--- src/common/prog_link_pkg.sv ---
// Constants and types for the sensor programming link controller
// Overview of operation
// RQ1 - Controller raises supply to program-enable high; device pin becomes data input.
// RQ2 - Controller drives data line low within program time delay after enable.
// RQ3 - After command, supply drops below program-enable low; device output resumes.
// RQ4 - Nonvolatile write commits in write delay; device signals completion with falling edge.
// RQ5 - Device ignores further pulses after first frame while enable stays high.
// RQ6 - Multiple commands need program enable dropped and raised between frames.
// RQ7 - Three connections: supply carries enable, output pin data, common ground.
// RQ8 - Four transactions: access code, volatile write, nonvolatile write, read.
// RQ9 - Each command frame opens with two-bit sync field valued 00.
// RQ10 - Direction bit follows sync: 0 is write, 1 is read.
// RQ11 - Six-bit register address follows the direction bit.
// RQ12 - Data field is thirty bits: twenty-four payload plus six correction.
// RQ13 - Read data: payload 23..0, correction status 25..24, 29..26 meaningless.
// RQ14 - Write data: payload in 23..0; device disregards bits 29..24.
// RQ15 - Each frame ends with a three-bit CRC field.
// RQ16 - Manchester bits, rising edge 0, falling edge 1, MSB first.
// RQ17 - Device never initiates; answers only reads with acknowledge frame.
// RQ18 - Controller never starts a command while a read acknowledge is in flight.
// RQ19 - Device discards frames failing CRC; polynomial is supplied separately. The device model checks no CRC and keeps every frame.
package prog_link_pkg;
    localparam int CLK_HZ          = 50_000_000;
    localparam int BIT_RATE        = 2000;
    localparam int HALF_BIT_CYC    = CLK_HZ / (2 * BIT_RATE);
    localparam int LOW_DELAY_NS    = 100_000;
    localparam int LOW_DELAY_CYC   = LOW_DELAY_NS / 20;
    localparam int PROG_DELAY_US   = 500;
    localparam int PROG_DELAY_CYC  = PROG_DELAY_US * 50;
    localparam int WRITE_DELAY_MS  = 20;
    localparam int WRITE_DELAY_CYC = WRITE_DELAY_MS * 50_000;
    localparam int SYNC_BITS       = 2;
    localparam int ADDR_BITS       = 6;
    localparam int DATA_BITS       = 30;
    localparam int PAYLOAD_BITS    = 24;
    localparam int CRC_BITS        = 3;
    localparam int FRAME_BITS      = SYNC_BITS + 1 + ADDR_BITS + DATA_BITS + CRC_BITS;
    localparam int ACK_BITS        = SYNC_BITS + DATA_BITS + CRC_BITS;
    localparam logic [1:0] SYNC_VAL = 2'h0;
    localparam logic       DIR_WR   = 1'b0;
    localparam logic       DIR_RD   = 1'b1;
    localparam logic [2:0] CRC_INIT = 3'h0;
    localparam logic [2:0] CRC_POLY = 3'h3;
    localparam int ECC_HI = 25;
    localparam int ECC_LO = 24;
    typedef enum logic [1:0] {
        CMD_ACCESS,
        CMD_VOL_WR,
        CMD_NV_WR,
        CMD_READ
    } cmd_t;
endpackage : prog_link_pkg

--- src/design/manchester_tx.sv ---
// Manchester encoder for one bit at a time
`timescale 1ns/1ns
module manchester_tx #(
    parameter int HALF_BIT = prog_link_pkg::HALF_BIT_CYC
) (
    // Clock and reset
    input  wire logic mclk,
    input  wire logic rst_n,
    // Bit request
    input  wire logic start,
    input  wire logic bit_in,
    output logic      busy,
    output logic      done,
    // Line
    output logic      line
);
    import prog_link_pkg::*;
    logic [15:0] cnt;
    logic        half;
    logic        cur;
    // Next bit is taken on the last cycle of this one, so bit cells abut with no gap
    assign done = busy && half && (cnt == 16'h0000);
    // Rising edge is 0, falling edge is 1: first half is the bit's value
    always_ff @(posedge mclk or negedge rst_n) begin
        if (!rst_n) begin
            busy <= 1'b0;
            half <= 1'b0;
            cnt  <= 16'h0000;
            cur  <= 1'b0;
            line <= 1'b0;
        end else if (start && (!busy || done)) begin
            busy <= 1'b1;
            cur  <= bit_in;
            line <= bit_in;                // [RQ16]
            half <= 1'b0;
            cnt  <= 16'(HALF_BIT - 1);
        end else if (busy) begin
            if (cnt != 16'h0000) begin
                cnt <= cnt - 16'h0001;
            end else if (!half) begin
                half <= 1'b1;
                line <= ~cur;              // [RQ16]
                cnt  <= 16'(HALF_BIT - 1);
            end else begin
                busy <= 1'b0;
                line <= 1'b0;
            end
        end
    end
endmodule : manchester_tx

--- src/design/prog_link_host.sv ---
// Programming controller that drives the sensor over supply and data pins
`timescale 1ns/1ns
module prog_link_host #(
    parameter int HALF_BIT    = prog_link_pkg::HALF_BIT_CYC,
    parameter int PROG_DELAY  = prog_link_pkg::PROG_DELAY_CYC,
    parameter int WRITE_DELAY = prog_link_pkg::WRITE_DELAY_CYC,
    parameter int ACK_TIMEOUT = 2 * prog_link_pkg::ACK_BITS * 2 * HALF_BIT
) (
    // Clock and reset
    input  wire logic                 mclk,
    input  wire logic                 rstn,
    // Command port
    input  wire logic                 cmd_valid,
    output logic                      cmd_ready,
    input  wire prog_link_pkg::cmd_t  cmd_kind,
    input  wire logic [5:0]           cmd_addr,
    input  wire logic [23:0]          cmd_data,
    input  wire logic [2:0]           cmd_crc,
    // Result
    output logic                      rsp_valid,
    output logic [23:0]               rsp_data,
    output logic [1:0]                rsp_ecc,
    output logic [2:0]                rsp_crc,
    output logic                      rsp_timeout,
    // Supply switch
    output logic                      program_enable_high_level,
    // Data pin
    input  wire logic                 sensor_output_data_pin_in,
    output logic                      sensor_output_data_pin_out,
    output logic                      sensor_output_data_pin_oe
);
    import prog_link_pkg::*;
    typedef enum logic [2:0] {
        S_IDLE, S_ENABLE, S_SEND, S_WAIT_NV, S_RX, S_RELEASE
    } state_t;
    state_t       state;
    logic         rst_s1, rst_n;
    logic [FRAME_BITS-1:0] shreg;
    logic         ack_end;
    logic         guard_done;
    logic [5:0]   bitcnt;
    logic [31:0]  tmr;
    cmd_t         kind;
    logic         tx_start, tx_busy, tx_done, tx_line;
    logic         pin_d;
    logic [15:0]  rx_cnt;
    logic [34:0]  rx_sh;
    logic [5:0]   rx_n;
    logic         rx_armed;
    always_ff @(posedge mclk or negedge rstn) begin
        if (!rstn) begin
            rst_s1 <= 1'b0;
            rst_n  <= 1'b0;
        end else begin
            rst_s1 <= 1'b1;
            rst_n  <= rst_s1;
        end
    end
    manchester_tx #(.HALF_BIT(HALF_BIT)) u_tx (
        .mclk   (mclk),
        .rst_n  (rst_n),
        .start  (tx_start),
        .bit_in (shreg[FRAME_BITS-1]),
        .busy   (tx_busy),
        .done   (tx_done),
        .line   (tx_line)
    );
    assign cmd_ready = (state == S_IDLE);
    assign tx_start  = (state == S_SEND) && (bitcnt != 6'h00) && (!tx_busy || tx_done);
    // Main sequencer: one frame per enable period, enable dropped after each
    always_ff @(posedge mclk or negedge rst_n) begin
        if (!rst_n) begin
            state                      <= S_IDLE;
            program_enable_high_level  <= 1'b0;
            sensor_output_data_pin_oe  <= 1'b0;
            shreg                      <= '0;
            bitcnt                     <= 6'h00;
            tmr                        <= 32'h0000_0000;
            kind                       <= CMD_ACCESS;
        end else begin
            unique case (state)
                S_IDLE: begin
                    if (cmd_valid) begin
                        kind  <= cmd_kind;
                        // [RQ9] [RQ10] [RQ11] [RQ12] [RQ14] [RQ15]
                        shreg <= {SYNC_VAL, (cmd_kind == CMD_READ) ? DIR_RD : DIR_WR, cmd_addr,
                                  6'h00, cmd_data, cmd_crc};
                        program_enable_high_level <= 1'b1;   // [RQ1] [RQ7]
                        sensor_output_data_pin_oe <= 1'b1;   // [RQ2]
                        tmr   <= 32'(LOW_DELAY_CYC);
                    end
                end
                S_ENABLE: begin
                    if (tmr != 32'h0000_0000) begin
                        tmr <= tmr - 32'h0000_0001;
                    end else begin
                        bitcnt <= 6'(FRAME_BITS);
                        state  <= S_SEND;
                    end
                end
                S_SEND: begin
                    if (tx_start) begin
                        shreg  <= {shreg[FRAME_BITS-2:0], 1'b0};   // [RQ16]
                        bitcnt <= bitcnt - 6'h01;
                    end else if (tx_done) begin
                        sensor_output_data_pin_oe <= 1'b0;
                        if (kind == CMD_NV_WR) begin
                            tmr   <= 32'(WRITE_DELAY) + 32'(WRITE_DELAY / 2);
                            state <= S_WAIT_NV;
                        end else if (kind == CMD_READ) begin
                            tmr   <= 32'(ACK_TIMEOUT);
                            state <= S_RX;
                        end else begin
                            tmr   <= 32'(PROG_DELAY);
                            state <= S_RELEASE;
                        end
                    end
                end
                S_WAIT_NV: begin
                    // Completion is a high-to-low edge on the pin, once the released pin has settled
                    if ((guard_done && pin_d && !sensor_output_data_pin_in) || tmr == 32'h0000_0000) begin  // [RQ4]
                        tmr   <= 32'(PROG_DELAY);
                        state <= S_RELEASE;
                    end else begin
                        tmr <= tmr - 32'h0000_0001;
                    end
                end
                S_RX: begin
                    // No new frame while the acknowledge is still arriving
                    if (ack_end || tmr == 32'h0000_0000) begin  // [RQ18] [RQ17]
                        tmr   <= 32'(PROG_DELAY);
                        state <= S_RELEASE;
                    end else begin
                        tmr <= tmr - 32'h0000_0001;
                    end
                end
                S_RELEASE: begin
                    program_enable_high_level <= 1'b0;       // [RQ3] [RQ6] [RQ5]
                    if (tmr != 32'h0000_0000) begin
                        tmr <= tmr - 32'h0000_0001;
                    end else begin
                        state <= S_IDLE;
                    end
                end
            endcase
            if (state == S_IDLE && cmd_valid) begin
                state <= S_ENABLE;
            end
        end
    end
    assign sensor_output_data_pin_out = (state == S_SEND) ? tx_line : 1'b0;
    // Half a bit of settling after release: a floating pin must not pass for an edge
    assign guard_done = !rx_armed && (rx_cnt == 16'h0000);
    // Supply stays up until the last ack cell is over
    assign ack_end = (state == S_RX) && (rx_n == 6'(ACK_BITS)) && (rx_cnt == 16'(HALF_BIT + HALF_BIT / 2));
    // Receiver: samples each bit three quarters in, after the mid-bit edge
    always_ff @(posedge mclk or negedge rst_n) begin
        if (!rst_n) begin
            pin_d    <= 1'b0;
            rx_cnt   <= 16'h0000;
            rx_sh    <= '0;
            rx_n     <= 6'h00;
            rx_armed <= 1'b0;
        end else begin
            pin_d <= sensor_output_data_pin_in;
            if (state != S_RX && state != S_WAIT_NV) begin
                rx_n     <= 6'h00;
                rx_armed <= 1'b0;
                rx_cnt   <= 16'(HALF_BIT);
            end else if (!rx_armed) begin
                if (rx_cnt != 16'h0000) begin
                    rx_cnt <= rx_cnt - 16'h0001;
                end else if (state == S_RX && !pin_d && sensor_output_data_pin_in) begin
                    // Mid-bit rise of the first sync bit
                    rx_armed <= 1'b1;
                    rx_cnt   <= 16'(HALF_BIT / 2);
                end
            end else if (rx_cnt != 16'h0000) begin
                rx_cnt <= rx_cnt - 16'h0001;
            end else begin
                // Value in first half equals bit value
                rx_sh  <= {rx_sh[33:0], ~sensor_output_data_pin_in};  // [RQ16]
                rx_n   <= rx_n + 6'h01;
                rx_cnt <= 16'(2 * HALF_BIT - 1);
            end
        end
    end
    // Results: read fields split per acknowledge layout
    always_ff @(posedge mclk or negedge rst_n) begin
        if (!rst_n) begin
            rsp_valid   <= 1'b0;
            rsp_timeout <= 1'b0;
            rsp_data    <= 24'h00_0000;
            rsp_ecc     <= 2'h0;
            rsp_crc     <= 3'h0;
        end else begin
            rsp_valid   <= 1'b0;
            rsp_timeout <= 1'b0;
            if (ack_end) begin
                rsp_valid <= 1'b1;
                rsp_data  <= rx_sh[CRC_BITS +: PAYLOAD_BITS];            // [RQ13]
                rsp_ecc   <= rx_sh[CRC_BITS + ECC_LO +: 2];              // [RQ13]
                rsp_crc   <= rx_sh[CRC_BITS-1:0];
            end else if ((state == S_RX || state == S_WAIT_NV) && tmr == 32'h0000_0000) begin
                rsp_timeout <= 1'b1;
            end
        end
    end
    enable_drop_a: assert property (@(posedge mclk) disable iff (!rst_n)    // [RQ3]
        (state == S_RELEASE) |=> !program_enable_high_level)
        else $error("enable not dropped after command");
    drive_low_a: assert property (@(posedge mclk) disable iff (!rst_n)    // [RQ2]
        $rose(program_enable_high_level) |-> sensor_output_data_pin_oe && !sensor_output_data_pin_out)
        else $error("line not driven low at enable");
    release_pin_a: assert property (@(posedge mclk) disable iff (!rst_n)    // [RQ18]
        (state == S_RX) |-> !sensor_output_data_pin_oe)
        else $error("driving during acknowledge");
    one_frame_a: assert property (@(posedge mclk) disable iff (!rst_n)    // [RQ6]
        (state == S_RELEASE) |=> !tx_busy)
        else $error("frame during release");
    idle_quiet_a: assert property (@(posedge mclk) disable iff (!rst_n)    // [RQ3]
        (state == S_IDLE) |-> !sensor_output_data_pin_oe)
        else $error("pin driven while idle");
    commit_supply_a: assert property (@(posedge mclk) disable iff (!rst_n)    // [RQ4]
        (state == S_WAIT_NV) |-> program_enable_high_level && !sensor_output_data_pin_oe)
        else $error("supply or pin wrong during commit");
    cover_read_c:  cover property (@(posedge mclk) disable iff (!rst_n) rsp_valid);
    cover_nv_c:    cover property (@(posedge mclk) disable iff (!rst_n) state == S_WAIT_NV ##1 state == S_RELEASE);
    cover_write_c: cover property (@(posedge mclk) disable iff (!rst_n) kind == CMD_VOL_WR && state == S_RELEASE);
endmodule : prog_link_host

--- config.mk ---
export PLATFORM = sky130hd
export DESIGN_NAME = prog_link_host
export DESIGN_NICKNAME = d
export VERILOG_FILES = /design/src/common/prog_link_pkg.sv /design/src/design/manchester_tx.sv /design/src/design/prog_link_host.sv
export SDC_FILE = /design/constraint.sdc
export NUM_CORES = 1
export LEC_CHECK = 0
export ABC_CLOCK_PERIOD_IN_PS = 14800
export BUFFER_PORTS_ARGS = -buffer_cell sky130_fd_sc_hd__buf_2
export CORE_ASPECT_RATIO = 1.25
export CORE_MARGIN = 2
export CORE_UTILIZATION = 30
export CTS_BUF_LIST = sky130_fd_sc_hd__clkbuf_4 sky130_fd_sc_hd__clkbuf_8 sky130_fd_sc_hd__clkbuf_16
export CTS_CLUSTER_SIZE = 16
export DETAILED_ROUTE_END_ITERATION = 8
export PLACE_DENSITY_LB_ADDON = 0.1
export SYNTH_ARGS = -nofsm -noshare
export SYNTH_HDL_FRONTEND = slang
export SYNTH_SLANG_ARGS = --single-unit
export TNS_END_PERCENT = 100
--- constraint.sdc ---
create_clock -name mclk -period 14.8 [get_ports mclk]
set_clock_uncertainty 0.2 [all_clocks]
set_input_delay 2.96 -clock mclk [delete_from_list [all_inputs] [get_ports mclk]]
set_output_delay 2.96 -clock mclk [all_outputs]
set_load 0.05 [all_outputs]
== Yosys cells after proc, flatten, opt, wreduce, memory -nomap -nowiden ==
Index checks and enable logic that the tools add are counted.
Storage, ports and cells
  output and inout port bits: 35
  input bits: 39
  register bits after elaboration: 193
  logic and storage cells: 172
Cells by class
  mux-type cells: 62
  equality and inequality tests: 27
  add/sub/neg operators: 5
  bitwise logic cells: 4
  reduce and logical (&&, ||, !) cells: 50
Operators by type and width (count)
  2-to-1 mux 32 bit: 6
  case mux 32 bit (5 select lines): 1
  2-to-1 mux 16 bit: 9
  2-to-1 mux 42 bit: 2
  case mux 42 bit (2 select lines): 1
  2-to-1 mux 21 bit: 2
  logical NOT 16 bit: 2
  logical NOT 32 bit: 1
  nonzero test 16 bit: 2
  nonzero test 32 bit: 1
  subtractor 16 x 1 -> 16 bit (second input constant): 2
  subtractor 32 x 1 -> 32 bit (second input constant): 1
  2-to-1 mux 6 bit: 5
  2-to-1 mux 1 bit: 24
  2-to-1 mux 3 bit: 8
  inequality test 3 bit (second input constant): 7
  equality test 16 x 15 -> 1 bit (second input constant): 1
  logical AND 1 bit: 15
  case mux 3 bit (5 select lines): 1
  case mux 6 bit (2 select lines): 1
  nonzero test 6 bit: 2
  AND reduction 2 bit: 5
  nonzero test 2 bit: 5
  AND reduction 3 bit: 3
  20 further kinds: 41

== Longest topological paths before layout ==
Gate-level depths: netlist of the first run.
  depth after elaboration: 8
  gate-level depth with buffers: 11
  depth with buffers taken out: 9

== By module ==
Synthesis of the first run repeated with hierarchy kept, for this count alone.
Unflattened totals
  cells, all modules: 981
  area, all modules: 9582.9 um^2
By module, submodules not included
  prog_link_host: sequential area each 4329.2 um^2, area each 8353.0 um^2, cells each 848, times used 1
  manchester_tx: sequential area each 500.5 um^2, area each 1229.9 um^2, cells each 133, times used 1

== Worst setup path after synthesis of the first run ==
No wires, ideal clock.
  path kind: register to output
  start point: register state[0]
  end point: output port sensor_output_data_pin_out
  setup slack: 9.366 ns
  arrival time: 2.274 ns
  stages on the path, launching flop included: 6
  path through: dfrtp_1 -> clkbuf_1 -> nor3b_1 -> clkbuf_1 -> buf_1 -> and2_1
On the way
  cells in the longest elaborated chain, start to end: 2
RTL lines
  from (decl): RTL line prog_link_host.sv:36  | state_t state;
  from (signal assigned): RTL line prog_link_host.sv:73  | state <= S_IDLE;
  from (signal assigned): RTL line prog_link_host.sv:98  | state <= S_SEND;
  from (signal assigned): RTL line prog_link_host.sv:109  | state <= S_WAIT_NV;
  equality test 3 x 2 -> 1 bit: RTL line prog_link_host.sv:151  | assign sensor_output_data_pin_out = (state == S_SEND) ? tx_line : 1'b0;
  2-to-1 mux 1 bit: RTL line prog_link_host.sv:151
  to (decl): RTL line prog_link_host.sv:29  | output logic sensor_output_data_pin_out,
No other way between the ends.

== Final worst setup path of the first run ==
  start point: register state[1]
  end point: output port sensor_output_data_pin_out
Same word-level chain as after synthesis.

==> impl_metrics.env, run 1 <==
export IMPL_yosysTopAreaCell="dfrtp_1"
export IMPL_path_cells="nor3b_2, and2_1, buf_2"
export IMPL_clock_latency_ns=0.45
export IMPL_routedWlPerCell_um=17.0
export IMPL_setup_tns_ns=0
export IMPL_fin_crit_sh_pct=34.9
export IMPL_finalSetupViolCount=0
export IMPL_cts_buffers=17
export IMPL_worstSetupStartpointType="register"
export IMPL_clock_sinks=193
export IMPL_die_w_um=163
export IMPL_syn_to_final_growth_pct=14.4
export IMPL_cts_resized=0
export IMPL_critPathArrivalTime_ns=2.01
export IMPL_stdcell_count=1439
export IMPL_track_usage_pct=15.4
export IMPL_period_needed_ns=5.17
export IMPL_routed_wirelength_mm=24.5
export IMPL_ios=74
export IMPL_cts_tree="built"
export IMPL_maxCapViolCount=0
export IMPL_synth_top_area_share_pct=50.7
export IMPL_viasPerCell=5.11
export IMPL_numPortBuffers=73
export IMPL_synth_distinct_cells=67
export IMPL_holdWs_ns=0.0987
export IMPL_clockBufferDepth=2
export IMPL_synth_nets=1005
export IMPL_worstMarginPinSlew_ns=1.16
export IMPL_synth_ff_type="dfrtp_1"
export IMPL_crit_buf_inv=1
export IMPL_total_power_mw=1.64
export IMPL_grt_ovfl_total=0
export IMPL_ys_seq_area_share_pct=50.7
export IMPL_min_path_type="reg -> async"
export IMPL_yosys_register_bits=193
export IMPL_synth_async_reset_ratio_pct=100
export IMPL_netlist_instances=959
export IMPL_dpl_cell_count=1406
export IMPL_crit_family="flip-flops"
export IMPL_layout_drive_gt1_share_pct=19.3
export IMPL_synth_most_common_cell="dfrtp_1"
export IMPL_die_area_sq_um=33200
export IMPL_cp_required_ns=11.64
export IMPL_slew_viol_final=0
export IMPL_path_clk_slew_ns=0.07
export IMPL_cts_root_buffer_cell="clkbuf_16"
export IMPL_finalNetCount=1059
export IMPL_hold_buffers=0
export IMPL_synth_area_top_cells="dfrtp_1 (51%), mux2_2 (7.3%), o21ai_0 (4.4%), nand2_1 (4.1%), mux2i_1 (3.5%)"
export IMPL_syn_area_sq_um=9530
export IMPL_vdd_drop_max_uv=91.0
export IMPL_status="finished clean"
export IMPL_power_leakage_nw=4.95
export IMPL_end_kind="output pin"
export IMPL_drt_initial_drc_count=432
export IMPL_rows=73
export IMPL_slowest_delay_ns=0.76
export IMPL_fmax_mhz=193
export IMPL_finalHoldViolCount=0
export IMPL_drc_errors=0
export IMPL_dr_total_vias=7347
export IMPL_cpMaxStageDelayCell="dfrtp_1"
export IMPL_start_util_pct=30.3
export IMPL_place_congestion=0.770
export IMPL_cts_htree_levels=4
export IMPL_firstDrtPassIters=5
export IMPL_p_per_area_nw_per_um2=150
export IMPL_crit_fanout=21
export IMPL_rsz0062_at_grt="no"
export IMPL_final_antenna_net_count=0
export IMPL_yosys_top_cells_count="dfrtp_1 (193), nand2_1 (105), o21ai_0 (84)"
export IMPL_grt_pass1_wl_mm=40.5
export IMPL_slew_headroom_pct=22.2
export IMPL_post_dp_hpwl_mm=16.4
export IMPL_yosysWarnings=0
export IMPL_cts_setup_buffers=0
export IMPL_synth_edff_count=0
export IMPL_coreArea_sq_um=31500
export IMPL_synth_avg_cell_area_sq_um=9.94
export IMPL_first_global_vias=7417
export IMPL_worstSetupPathType="reg -> out"
export IMPL_grt_max_degree=71
export IMPL_antenna_found_initial=1
export IMPL_die_h_um=203
power by group:
| group | leakage (nW) | total [mW] | switching [mW] | internal [mW] |
|---|---|---|---|---|
| sequential | 2.50 | 0.682 | 0.0790 | 0.603 |
| combinational | 2.16 | 0.482 | 0.303 | 0.179 |
| clock | 0.288 | 0.471 | 0.224 | 0.248 |
layout by cell type, fill, tap and decap left out, types with 7 or more instances in the layout:
master / count
dfrtp_1: 192
nand2_1: 105
o21ai_0: 84
nor2_1: 80
buf_2: 73
mux2_2: 62
a21oi_1: 41
nor3_1: 34
mux2i_1: 33
o31ai_1: 30
nand3_1: 21
nor4_1: 19
inv_1: 18
a211oi_1: 18
clkbuf_16: 17
nand4_1: 12
buf_4: 12
or4_1: 11
or3_1: 11
nand2b_1: 11
xnor2_1: 10
or2_2: 7
and3_1: 7
xor2_1: 7
ha_1: 7
final timing paths:
check | cells after the start | to | startpoint | slack, ns
hold reg to reg | 0 | rx_sh[6]$_DFFE_PN0P_ | rst_n$_DFF_PN0_ | 0.1
min in group mclk | 0 | rst_n$_DFF_PN0_ | rst_s1$_DFF_PN0_ | 0.17
max in group asynchronous | 1 | rst_n$_DFF_PN0_ | rstn | 12.20
hold / removal | 0 | rx_sh[6]$_DFFE_PN0P_ | rst_n$_DFF_PN0_ | 0.1
setup / recovery | 3 | sensor_output_data_pin_out | state[1]$_DFFE_PN0P_ | 9.63
setup reg to reg | 8 | tmr[17]$_DFFE_PN0P_ | tmr[0]$_DFFE_PN0P_ | 10.49
state kept, by name, summed over array words and instances (netlist names), 2 cells and up:
| signal | flops |
|---|---|
| rsp_crc | 3 |
| rx_cnt | 16 |
| rsp_data | 24 |
| tmr | 32 |
| rsp_ecc | 2 |
| u_tx.cnt | 16 |
| shreg | 42 |
| rx_sh | 29 |
| state | 3 |
| rx_n | 6 |
| kind | 2 |
| bitcnt | 6 |
cells by family after synthesis:
logic type               synth area share (%)
XOR/XNOR                                 1.56
AND/OR/NAND/NOR                          18.1
multiplexers                             10.8
adder cells (fa/ha/maj)                 0.919
flip-flops                               50.7
AO/OA/AOI/OAI                            14.9
other                                  0.0393
buffers and inverters                    2.95
metal layers:
metal  vias to the layer above  share of wire (%)  GRT usage [%]
li1                       3594                  -              -
met1                      3633                 45           19.6
met2                       101                 50           26.1
met3                        19                3.4           3.19
met4                         0                1.5           4.82
met5                         -                  0              0
worst reg2reg max path: cells and delay by family, from the launching register on:
family / cells / cell delay (ns)
AO/OA/AOI/OAI: 3 / 1.17
adder cells (fa/ha/maj): 1 / 0.21
buffers and inverters: 1 / 0.08
flip-flops: 1 / 0.44
AND/OR/NAND/NOR: 3 / 2.06
cell type report:
| type | count | area (sq um) |
|---|---|---|
| fill | 3260 | 20600 |
| sequential | 193 | 4830 |
| multi-input combinational | 697 | 4450 |
| tap | 412 | 515 |
| clock buffer | 20 | 460 |
| timing repair buffer | 85 | 455 |
| clock inverter | 12 | 120 |
| inverter | 19 | 73.8 |
| antenna | 1 | 2.50 |
stage by stage:
stage	util, %	setup slack (ns)	instance area [sq um]
detailed placement	32.8	9.58	10300
finish	34.6	9.63	10900
floorplan	-	8.82	9530
global route	34.6	9.53	10900
CTS	34.6	9.59	10900
global placement	32.8	9.62	10300
No activity file was read; power rests on OpenSTA's default activity.
==> run 2, diff against run 1 <==
--- a/config.mk
+++ b/config.mk
@@ -5,7 +5,7 @@
 export SDC_FILE = /design/constraint.sdc
 export NUM_CORES = 1
 export LEC_CHECK = 0
-export ABC_CLOCK_PERIOD_IN_PS = 14800
+export ABC_CLOCK_PERIOD_IN_PS = 4320
 export BUFFER_PORTS_ARGS = -buffer_cell sky130_fd_sc_hd__buf_2
 export CORE_ASPECT_RATIO = 1.25
 export CORE_MARGIN = 2
==> constraint.sdc (replaced) <==
create_clock -name mclk -period 4.32 [get_ports mclk]
set_clock_uncertainty 0.2 [all_clocks]
set_input_delay 0.864 -clock mclk [delete_from_list [all_inputs] [get_ports mclk]]
set_output_delay 0.864 -clock mclk [all_outputs]
set_load 0.05 [all_outputs]
==> run 2 against run 1 <==
  * Clock power grew to 3.5 times the previous value
  * Clock-buffer cell count fell by 2
  * Via count increased by 0.71%
  * Core utilization is 0.38 points higher
  * Flip-flop and latch count is the same
  * Final cell count rose by 0.76%
  * Combinational power increased to 3.5 times the previous value
  * Sequential power grew to 3.4 times the previous value
  * Worst hold slack improved by 0.031 ns
  * Register-to-register slack got worse by 9.4 ns
  * Critical path depth increased by 4
  * Cell area grew 1.1%
==> impl_metrics.env, run 2 (same netlist as run 1, synthesis figures left out) <==
export IMPL_grt_ovfl_total=0
export IMPL_final_common_cell="dfrtp_1"
export IMPL_cts_htree_levels=4
export IMPL_rsz0062_at_grt="no"
export IMPL_syn_to_final_growth_pct=15.7
export IMPL_grt_max_degree=78
export IMPL_clockPowerShare_pct=28.9
export IMPL_seq_power_share_pct=41.1
export IMPL_numPortBuffers=73
export IMPL_clock_latency_ns=0.45
export IMPL_r2r_end="u_tx.cnt[13]$_DFFE_PN0P_"
export IMPL_die_w_um=163
export IMPL_r2r_cells=7
export IMPL_vdd_drop_max_uv=337
export IMPL_setup_slack_ns=1.04
export IMPL_clockBufferDepth=2
export IMPL_routedWlPerCell_um=17.1
export IMPL_worstSetupPathType="reg -> reg"
export IMPL_slew_viol_final=0
export IMPL_end_kind="register"
export IMPL_cts_buffers=17
export IMPL_routed_wirelength_mm=24.8
export IMPL_ios=74
export IMPL_cts_resized=0
export IMPL_maxCapViolCount=0
export IMPL_post_dp_hpwl_mm=16.5
export IMPL_internal_power_mw=3.58
export IMPL_top_usage_layer="met2"
export IMPL_critPathArrivalTime_ns=3.41
export IMPL_slew_headroom_pct=38.6
export IMPL_netSwitchingFraction_pct=36.9
export IMPL_largest_reg_flops=42
export IMPL_status="finished clean"
export IMPL_cts_tree="built"
export IMPL_crit_fanout=12
export IMPL_die_h_um=203
export IMPL_power_switching_mw=2.09
export IMPL_firstDrtPassIters=5
export IMPL_first_global_vias=7364
export IMPL_layout_drive_gt1_share_pct=20.1
export IMPL_r2r_slack_ns=1.04
export IMPL_grt_use_met2_pct=25.8
export IMPL_stdcell_count=1450
export IMPL_power_leakage_nw=5.02
export IMPL_coreArea_sq_um=31500
export IMPL_dpl_cell_count=1418
export IMPL_largest_register="shreg"
export IMPL_cts_root_buffer_cell="clkbuf_16"
export IMPL_grtUsageMet1_pct=20.2
export IMPL_drc_errors=0
export IMPL_period_needed_ns=3.28
export IMPL_num_antenna_cells=0
export IMPL_rr_startpoint="u_tx.cnt[2]$_DFFE_PN0P_"
export IMPL_finalSetupViolCount=0
export IMPL_fmax_mhz=305
export IMPL_track_usage_pct=15.6
export IMPL_worstSetupStartpointType="register"
export IMPL_setup_tns_ns=0
export IMPL_rows=73
export IMPL_finalNetCount=1072
export IMPL_dr_total_vias=7399
export IMPL_drt_initial_drc_count=288
export IMPL_largestRegisters="shreg x42, tmr x32, rx_sh x29"
export IMPL_fin_crit_sh_pct=75.8
export IMPL_utilization_pct=35.0
export IMPL_antenna_found_initial=0
export IMPL_path_clk_slew_ns=0.07
export IMPL_final_antenna_net_count=0
export IMPL_clock_sinks=193
export IMPL_start_util_pct=30.3
export IMPL_combPwrFrac_pct=30.0
export IMPL_min_path_type="reg -> async"
export IMPL_mostFrequentLayoutCells="dfrtp_1 (192), nand2_1 (105), o21ai_0 (84)"
export IMPL_cp_required_ns=4.45
export IMPL_cts_setup_buffers=0
export IMPL_worstMarginPinSlew_ns=0.912
export IMPL_die_area_sq_um=33200
export IMPL_grt_use_met3_pct=2.68
export IMPL_place_congestion=0.772
export IMPL_viasPerCell=5.10
export IMPL_finalHoldViolCount=0
export IMPL_pre_cts_ws_ns=1.06
export IMPL_p_per_area_nw_per_um2=515
export IMPL_grt_pass1_wl_mm=40.7
[run 2: what timing repair did]
item,4_1_cts,5_1_grt
hold buffers,1,0
hold endpoints to repair,2,0
setup endpoints to repair,0,0
[run 2: how the worst max path moves through the flow]
stage / startpoint / to / slack, ns / depth (start not counted)
detailed placement: u_tx.cnt[2]$_DFFE_PN0P_ / u_tx.cnt[13]$_DFFE_PN0P_ / 1.06 / 7
floorplan: rst_n$_DFF_PN0_ / bitcnt[0]$_DFFE_PN0P_ / 0.94 / 0
global route: u_tx.cnt[2]$_DFFE_PN0P_ / u_tx.cnt[13]$_DFFE_PN0P_ / 0.87 / 7
finish: u_tx.cnt[2]$_DFFE_PN0P_ / u_tx.cnt[13]$_DFFE_PN0P_ / 1.04 / 7
global placement: state[1]$_DFFE_PN0P_ / u_tx.cnt[5]$_DFFE_PN0P_ / 1.11 / 5
CTS: state[1]$_DFFE_PN0P_ / sensor_output_data_pin_out / 1.01 / 3
[run 2: power by group through the flow]
stage                     Combinational (mW)  Clock, mW  Sequential (mW)
after floorplan                         1.30          0             2.27
after global placement                  1.72          0             2.37
after detailed placement                1.72          0             2.37
after CTS                               1.73       1.70             2.33
after global routing                    1.91       1.78             2.38
final                                   1.70       1.64             2.33
[run 2: critical path, stage by stage, from the launching register on]
cell and delay [ns]:
dfrtp_1 0.43, or3_1 0.47, or4_1 0.74, o31ai_4 0.30, and2_1 0.37, inv_4 0.11
and2_4 0.18, or3b_1 0.36
[run 2: per-layer routing]
layer | vias up | share of wire, %
met5 | - | 0
li1 | 3627 | -
met4 | 0 | 2.0
met1 | 3628 | 46
met3 | 29 | 2.8
met2 | 115 | 49
[run 2: final cells by class]
type / count / area (sq um)
flip-flops and latches: 193 / 4830
clock inverters: 13 / 151
multi-input cells: 697 / 4450
inverters: 19 / 73.8
repair buffers: 98 / 568
clock buffers: 18 / 439
well taps: 412 / 515
fillers: 3233 / 20500
[run 2: metrics by stage]
| stage | hold slack (ns) | area, sq um | total power, mW |
|---|---|---|---|
| after floorplan | 0.131 | 9540 | 3.56 |
| after global placement | 0.135 | 10400 | 4.09 |
| after CTS | 0.155 | 11000 | 5.76 |
| after detailed placement | 0.140 | 10400 | 4.09 |
| after global routing | 0.170 | 11000 | 6.07 |
| final | 0.130 | 11000 | 5.68 |
==> run 3, diff against run 2 <==
--- a/config.mk
+++ b/config.mk
@@ -5,7 +5,7 @@
 export SDC_FILE = /design/constraint.sdc
 export NUM_CORES = 1
 export LEC_CHECK = 0
-export ABC_CLOCK_PERIOD_IN_PS = 4320
+export ABC_CLOCK_PERIOD_IN_PS = 3360
 export BUFFER_PORTS_ARGS = -buffer_cell sky130_fd_sc_hd__buf_2
 export CORE_ASPECT_RATIO = 1.25
 export CORE_MARGIN = 2
==> constraint.sdc (replaced) <==
create_clock -name mclk -period 3.36 [get_ports mclk]
set_clock_uncertainty 0.2 [all_clocks]
set_input_delay 0.672 -clock mclk [delete_from_list [all_inputs] [get_ports mclk]]
set_output_delay 0.672 -clock mclk [all_outputs]
set_load 0.05 [all_outputs]
==> run 3 against run 2 <==
  * Die area did not move
  * Clock power rose by 37%
  * Highest routed layer unchanged
  * Critical path type unchanged
  * Cell area rose by 2.2%
  * Maximum frequency rose by 5.7%
  * Core utilization rose by 0.78 points
==> impl_metrics.env, run 3 (same netlist as run 1, synthesis figures left out) <==
export IMPL_dr_total_vias=7514
export IMPL_critPathArrivalTime_ns=3.22
export IMPL_ios=74
export IMPL_first_global_vias=7604
export IMPL_clock_latency_ns=0.44
export IMPL_grt_pass1_wl_mm=41.0
export IMPL_worstSetupPathType="reg -> reg"
export IMPL_cts_htree_levels=4
export IMPL_final_antenna_net_count=0
export IMPL_slew_headroom_pct=37.1
export IMPL_die_area_sq_um=33200
export IMPL_largest_register="shreg"
export IMPL_track_usage_pct=15.7
export IMPL_setup_tns_ns=0
export IMPL_end_kind="register"
export IMPL_vdd_drop_max_uv=441
export IMPL_drt_initial_drc_count=383
export IMPL_cts_tree="built"
export IMPL_min_path_type="reg -> reg"
export IMPL_n_fill_cell=3234
export IMPL_seq_power_share_pct=39.7
export IMPL_rows=73
export IMPL_place_area_sq_um=10600
export IMPL_finalNetCount=1091
export IMPL_design_area_sq_um=11300
export IMPL_largest_reg_flops=42
export IMPL_slew_viol_final=0
export IMPL_cts_root_buffer_cell="clkbuf_16"
export IMPL_finalHoldViolCount=0
export IMPL_cp_required_ns=3.48
export IMPL_final_common_cell="dfrtp_1"
export IMPL_cts_setup_buffers=0
export IMPL_num_antenna_cells=0
export IMPL_maxCapViolCount=0
export IMPL_post_dp_hpwl_mm=17.1
export IMPL_place_congestion=0.790
export IMPL_clockBufferDepth=2
export IMPL_seq_area_sq_um=4830
export IMPL_layout_drive_gt1_share_pct=21.5
export IMPL_power_switching_mw=2.68
export IMPL_routedWlPerCell_um=17.0
export IMPL_combPwrFrac_pct=30.8
export IMPL_syn_to_final_growth_pct=18.3
export IMPL_internal_power_mw=4.92
export IMPL_status="finished clean"
export IMPL_worstMarginPinSlew_ns=0.944
export IMPL_multiInputGateArea_sq_um=4450
export IMPL_firstDrtPassIters=5
export IMPL_grt_max_degree=71
export IMPL_p_per_area_nw_per_um2=673
export IMPL_clock_sinks=193
export IMPL_die_h_um=203
export IMPL_period_needed_ns=3.10
export IMPL_worstSetupStartpointType="register"
export IMPL_clockPowerShare_pct=29.5
export IMPL_path_clk_slew_ns=0.07
export IMPL_coreArea_sq_um=31500
export IMPL_utilization_pct=35.8
export IMPL_grt_ovfl_total=0
export IMPL_fmax_mhz=323
export IMPL_drc_errors=0
export IMPL_largestRegisters="shreg x42, tmr x32, rx_sh x29"
export IMPL_crit_fanout=12
export IMPL_rsz0062_at_grt="no"
export IMPL_mostFrequentLayoutCells="dfrtp_1 (192), nand2_1 (105), o21ai_0 (84)"
export IMPL_start_util_pct=30.3
export IMPL_die_w_um=163
export IMPL_netSwitchingFraction_pct=35.2
export IMPL_power_leakage_nw=5.16
export IMPL_numPortBuffers=73
export IMPL_finalSetupViolCount=0
export IMPL_fin_crit_sh_pct=92.2
export IMPL_viasPerCell=5.12
export IMPL_cts_resized=0
export IMPL_cts_buffers=17
export IMPL_antenna_found_initial=0
export IMPL_routed_wirelength_mm=24.9
run 3: what timing repair did:
item	in CTS	in global routing
hold buffers	1	0
hold endpoints to repair	2	0
endpoints found under the setup margin	0	0
run 3: worst paths after layout:
kind | slack (ns) | startpoint | end | cells after the start
max | 0.26 | u_tx.cnt[2]$_DFFE_PN0P_ | u_tx.cnt[13]$_DFFE_PN0P_ | 8
min | 0.16 | rst_s1$_DFF_PN0_ | rst_n$_DFF_PN0_ | 0
max reg2reg | 0.26 | u_tx.cnt[2]$_DFFE_PN0P_ | u_tx.cnt[13]$_DFFE_PN0P_ | 8
min reg2reg | 0.16 | rst_s1$_DFF_PN0_ | rst_n$_DFF_PN0_ | 0
max in group asynchronous | 1.82 | rst_n$_DFF_PN0_ | tmr[19]$_DFFE_PN0P_ | 1
min in group asynchronous | 0.28 | rst_n$_DFF_PN0_ | rsp_data[2]$_DFFE_PN0P_ | 0
run 3: final cells by class:
class	instances	share of cell area [%]
Clock buffer	20	4.08
Inverter	19	0.655
Timing Repair Buffer	117	6.86
Clock inverter	10	1.52
Tap cell	412	4.57
Sequential cell	193	42.9
Multi-Input combinational cell	697	39.4
run 3: through the flow:
stage                     hold WS [ns]  instances  setup WS, ns  total power [mW]
after floorplan                  0.131        959         0.214              4.58
after global placement           0.134       1437         0.261              5.42
after detailed placement         0.144       1437         0.250              5.42
after CTS                        0.161       1468         0.229              7.71
after global routing             0.173       1468        0.0675              8.11
final                            0.156       1468         0.260              7.59
run 3: power groups by stage:
stage | logic [mW] | registers [mW] | clock network, mW
after global routing | 2.64 | 3.07 | 2.40
after floorplan | 1.67 | 2.91 | 0
after global placement | 2.36 | 3.06 | 0
final | 2.34 | 3.02 | 2.24
after CTS | 2.37 | 3.02 | 2.32
after detailed placement | 2.37 | 3.06 | 0
run 3: worst max-delay path, stage by stage, from the launching register on:
cell and delay (ns):
dfrtp_1 0.42, or3_1 0.40, or4_1 0.62, buf_4 0.22, o31ai_4 0.22, buf_4 0.23, a211o_1 0.26, nor3_1 0.06
or3b_1 0.34
run 3: layer usage:
layer  share of wire, %  up-vias  GRT usage [%]
met5                  0        -              0
met4                2.1        0           6.02
met3                3.4       29           3.19
met2                 50      130           26.3
met1                 45     3692           19.9
li1                   -     3663              -
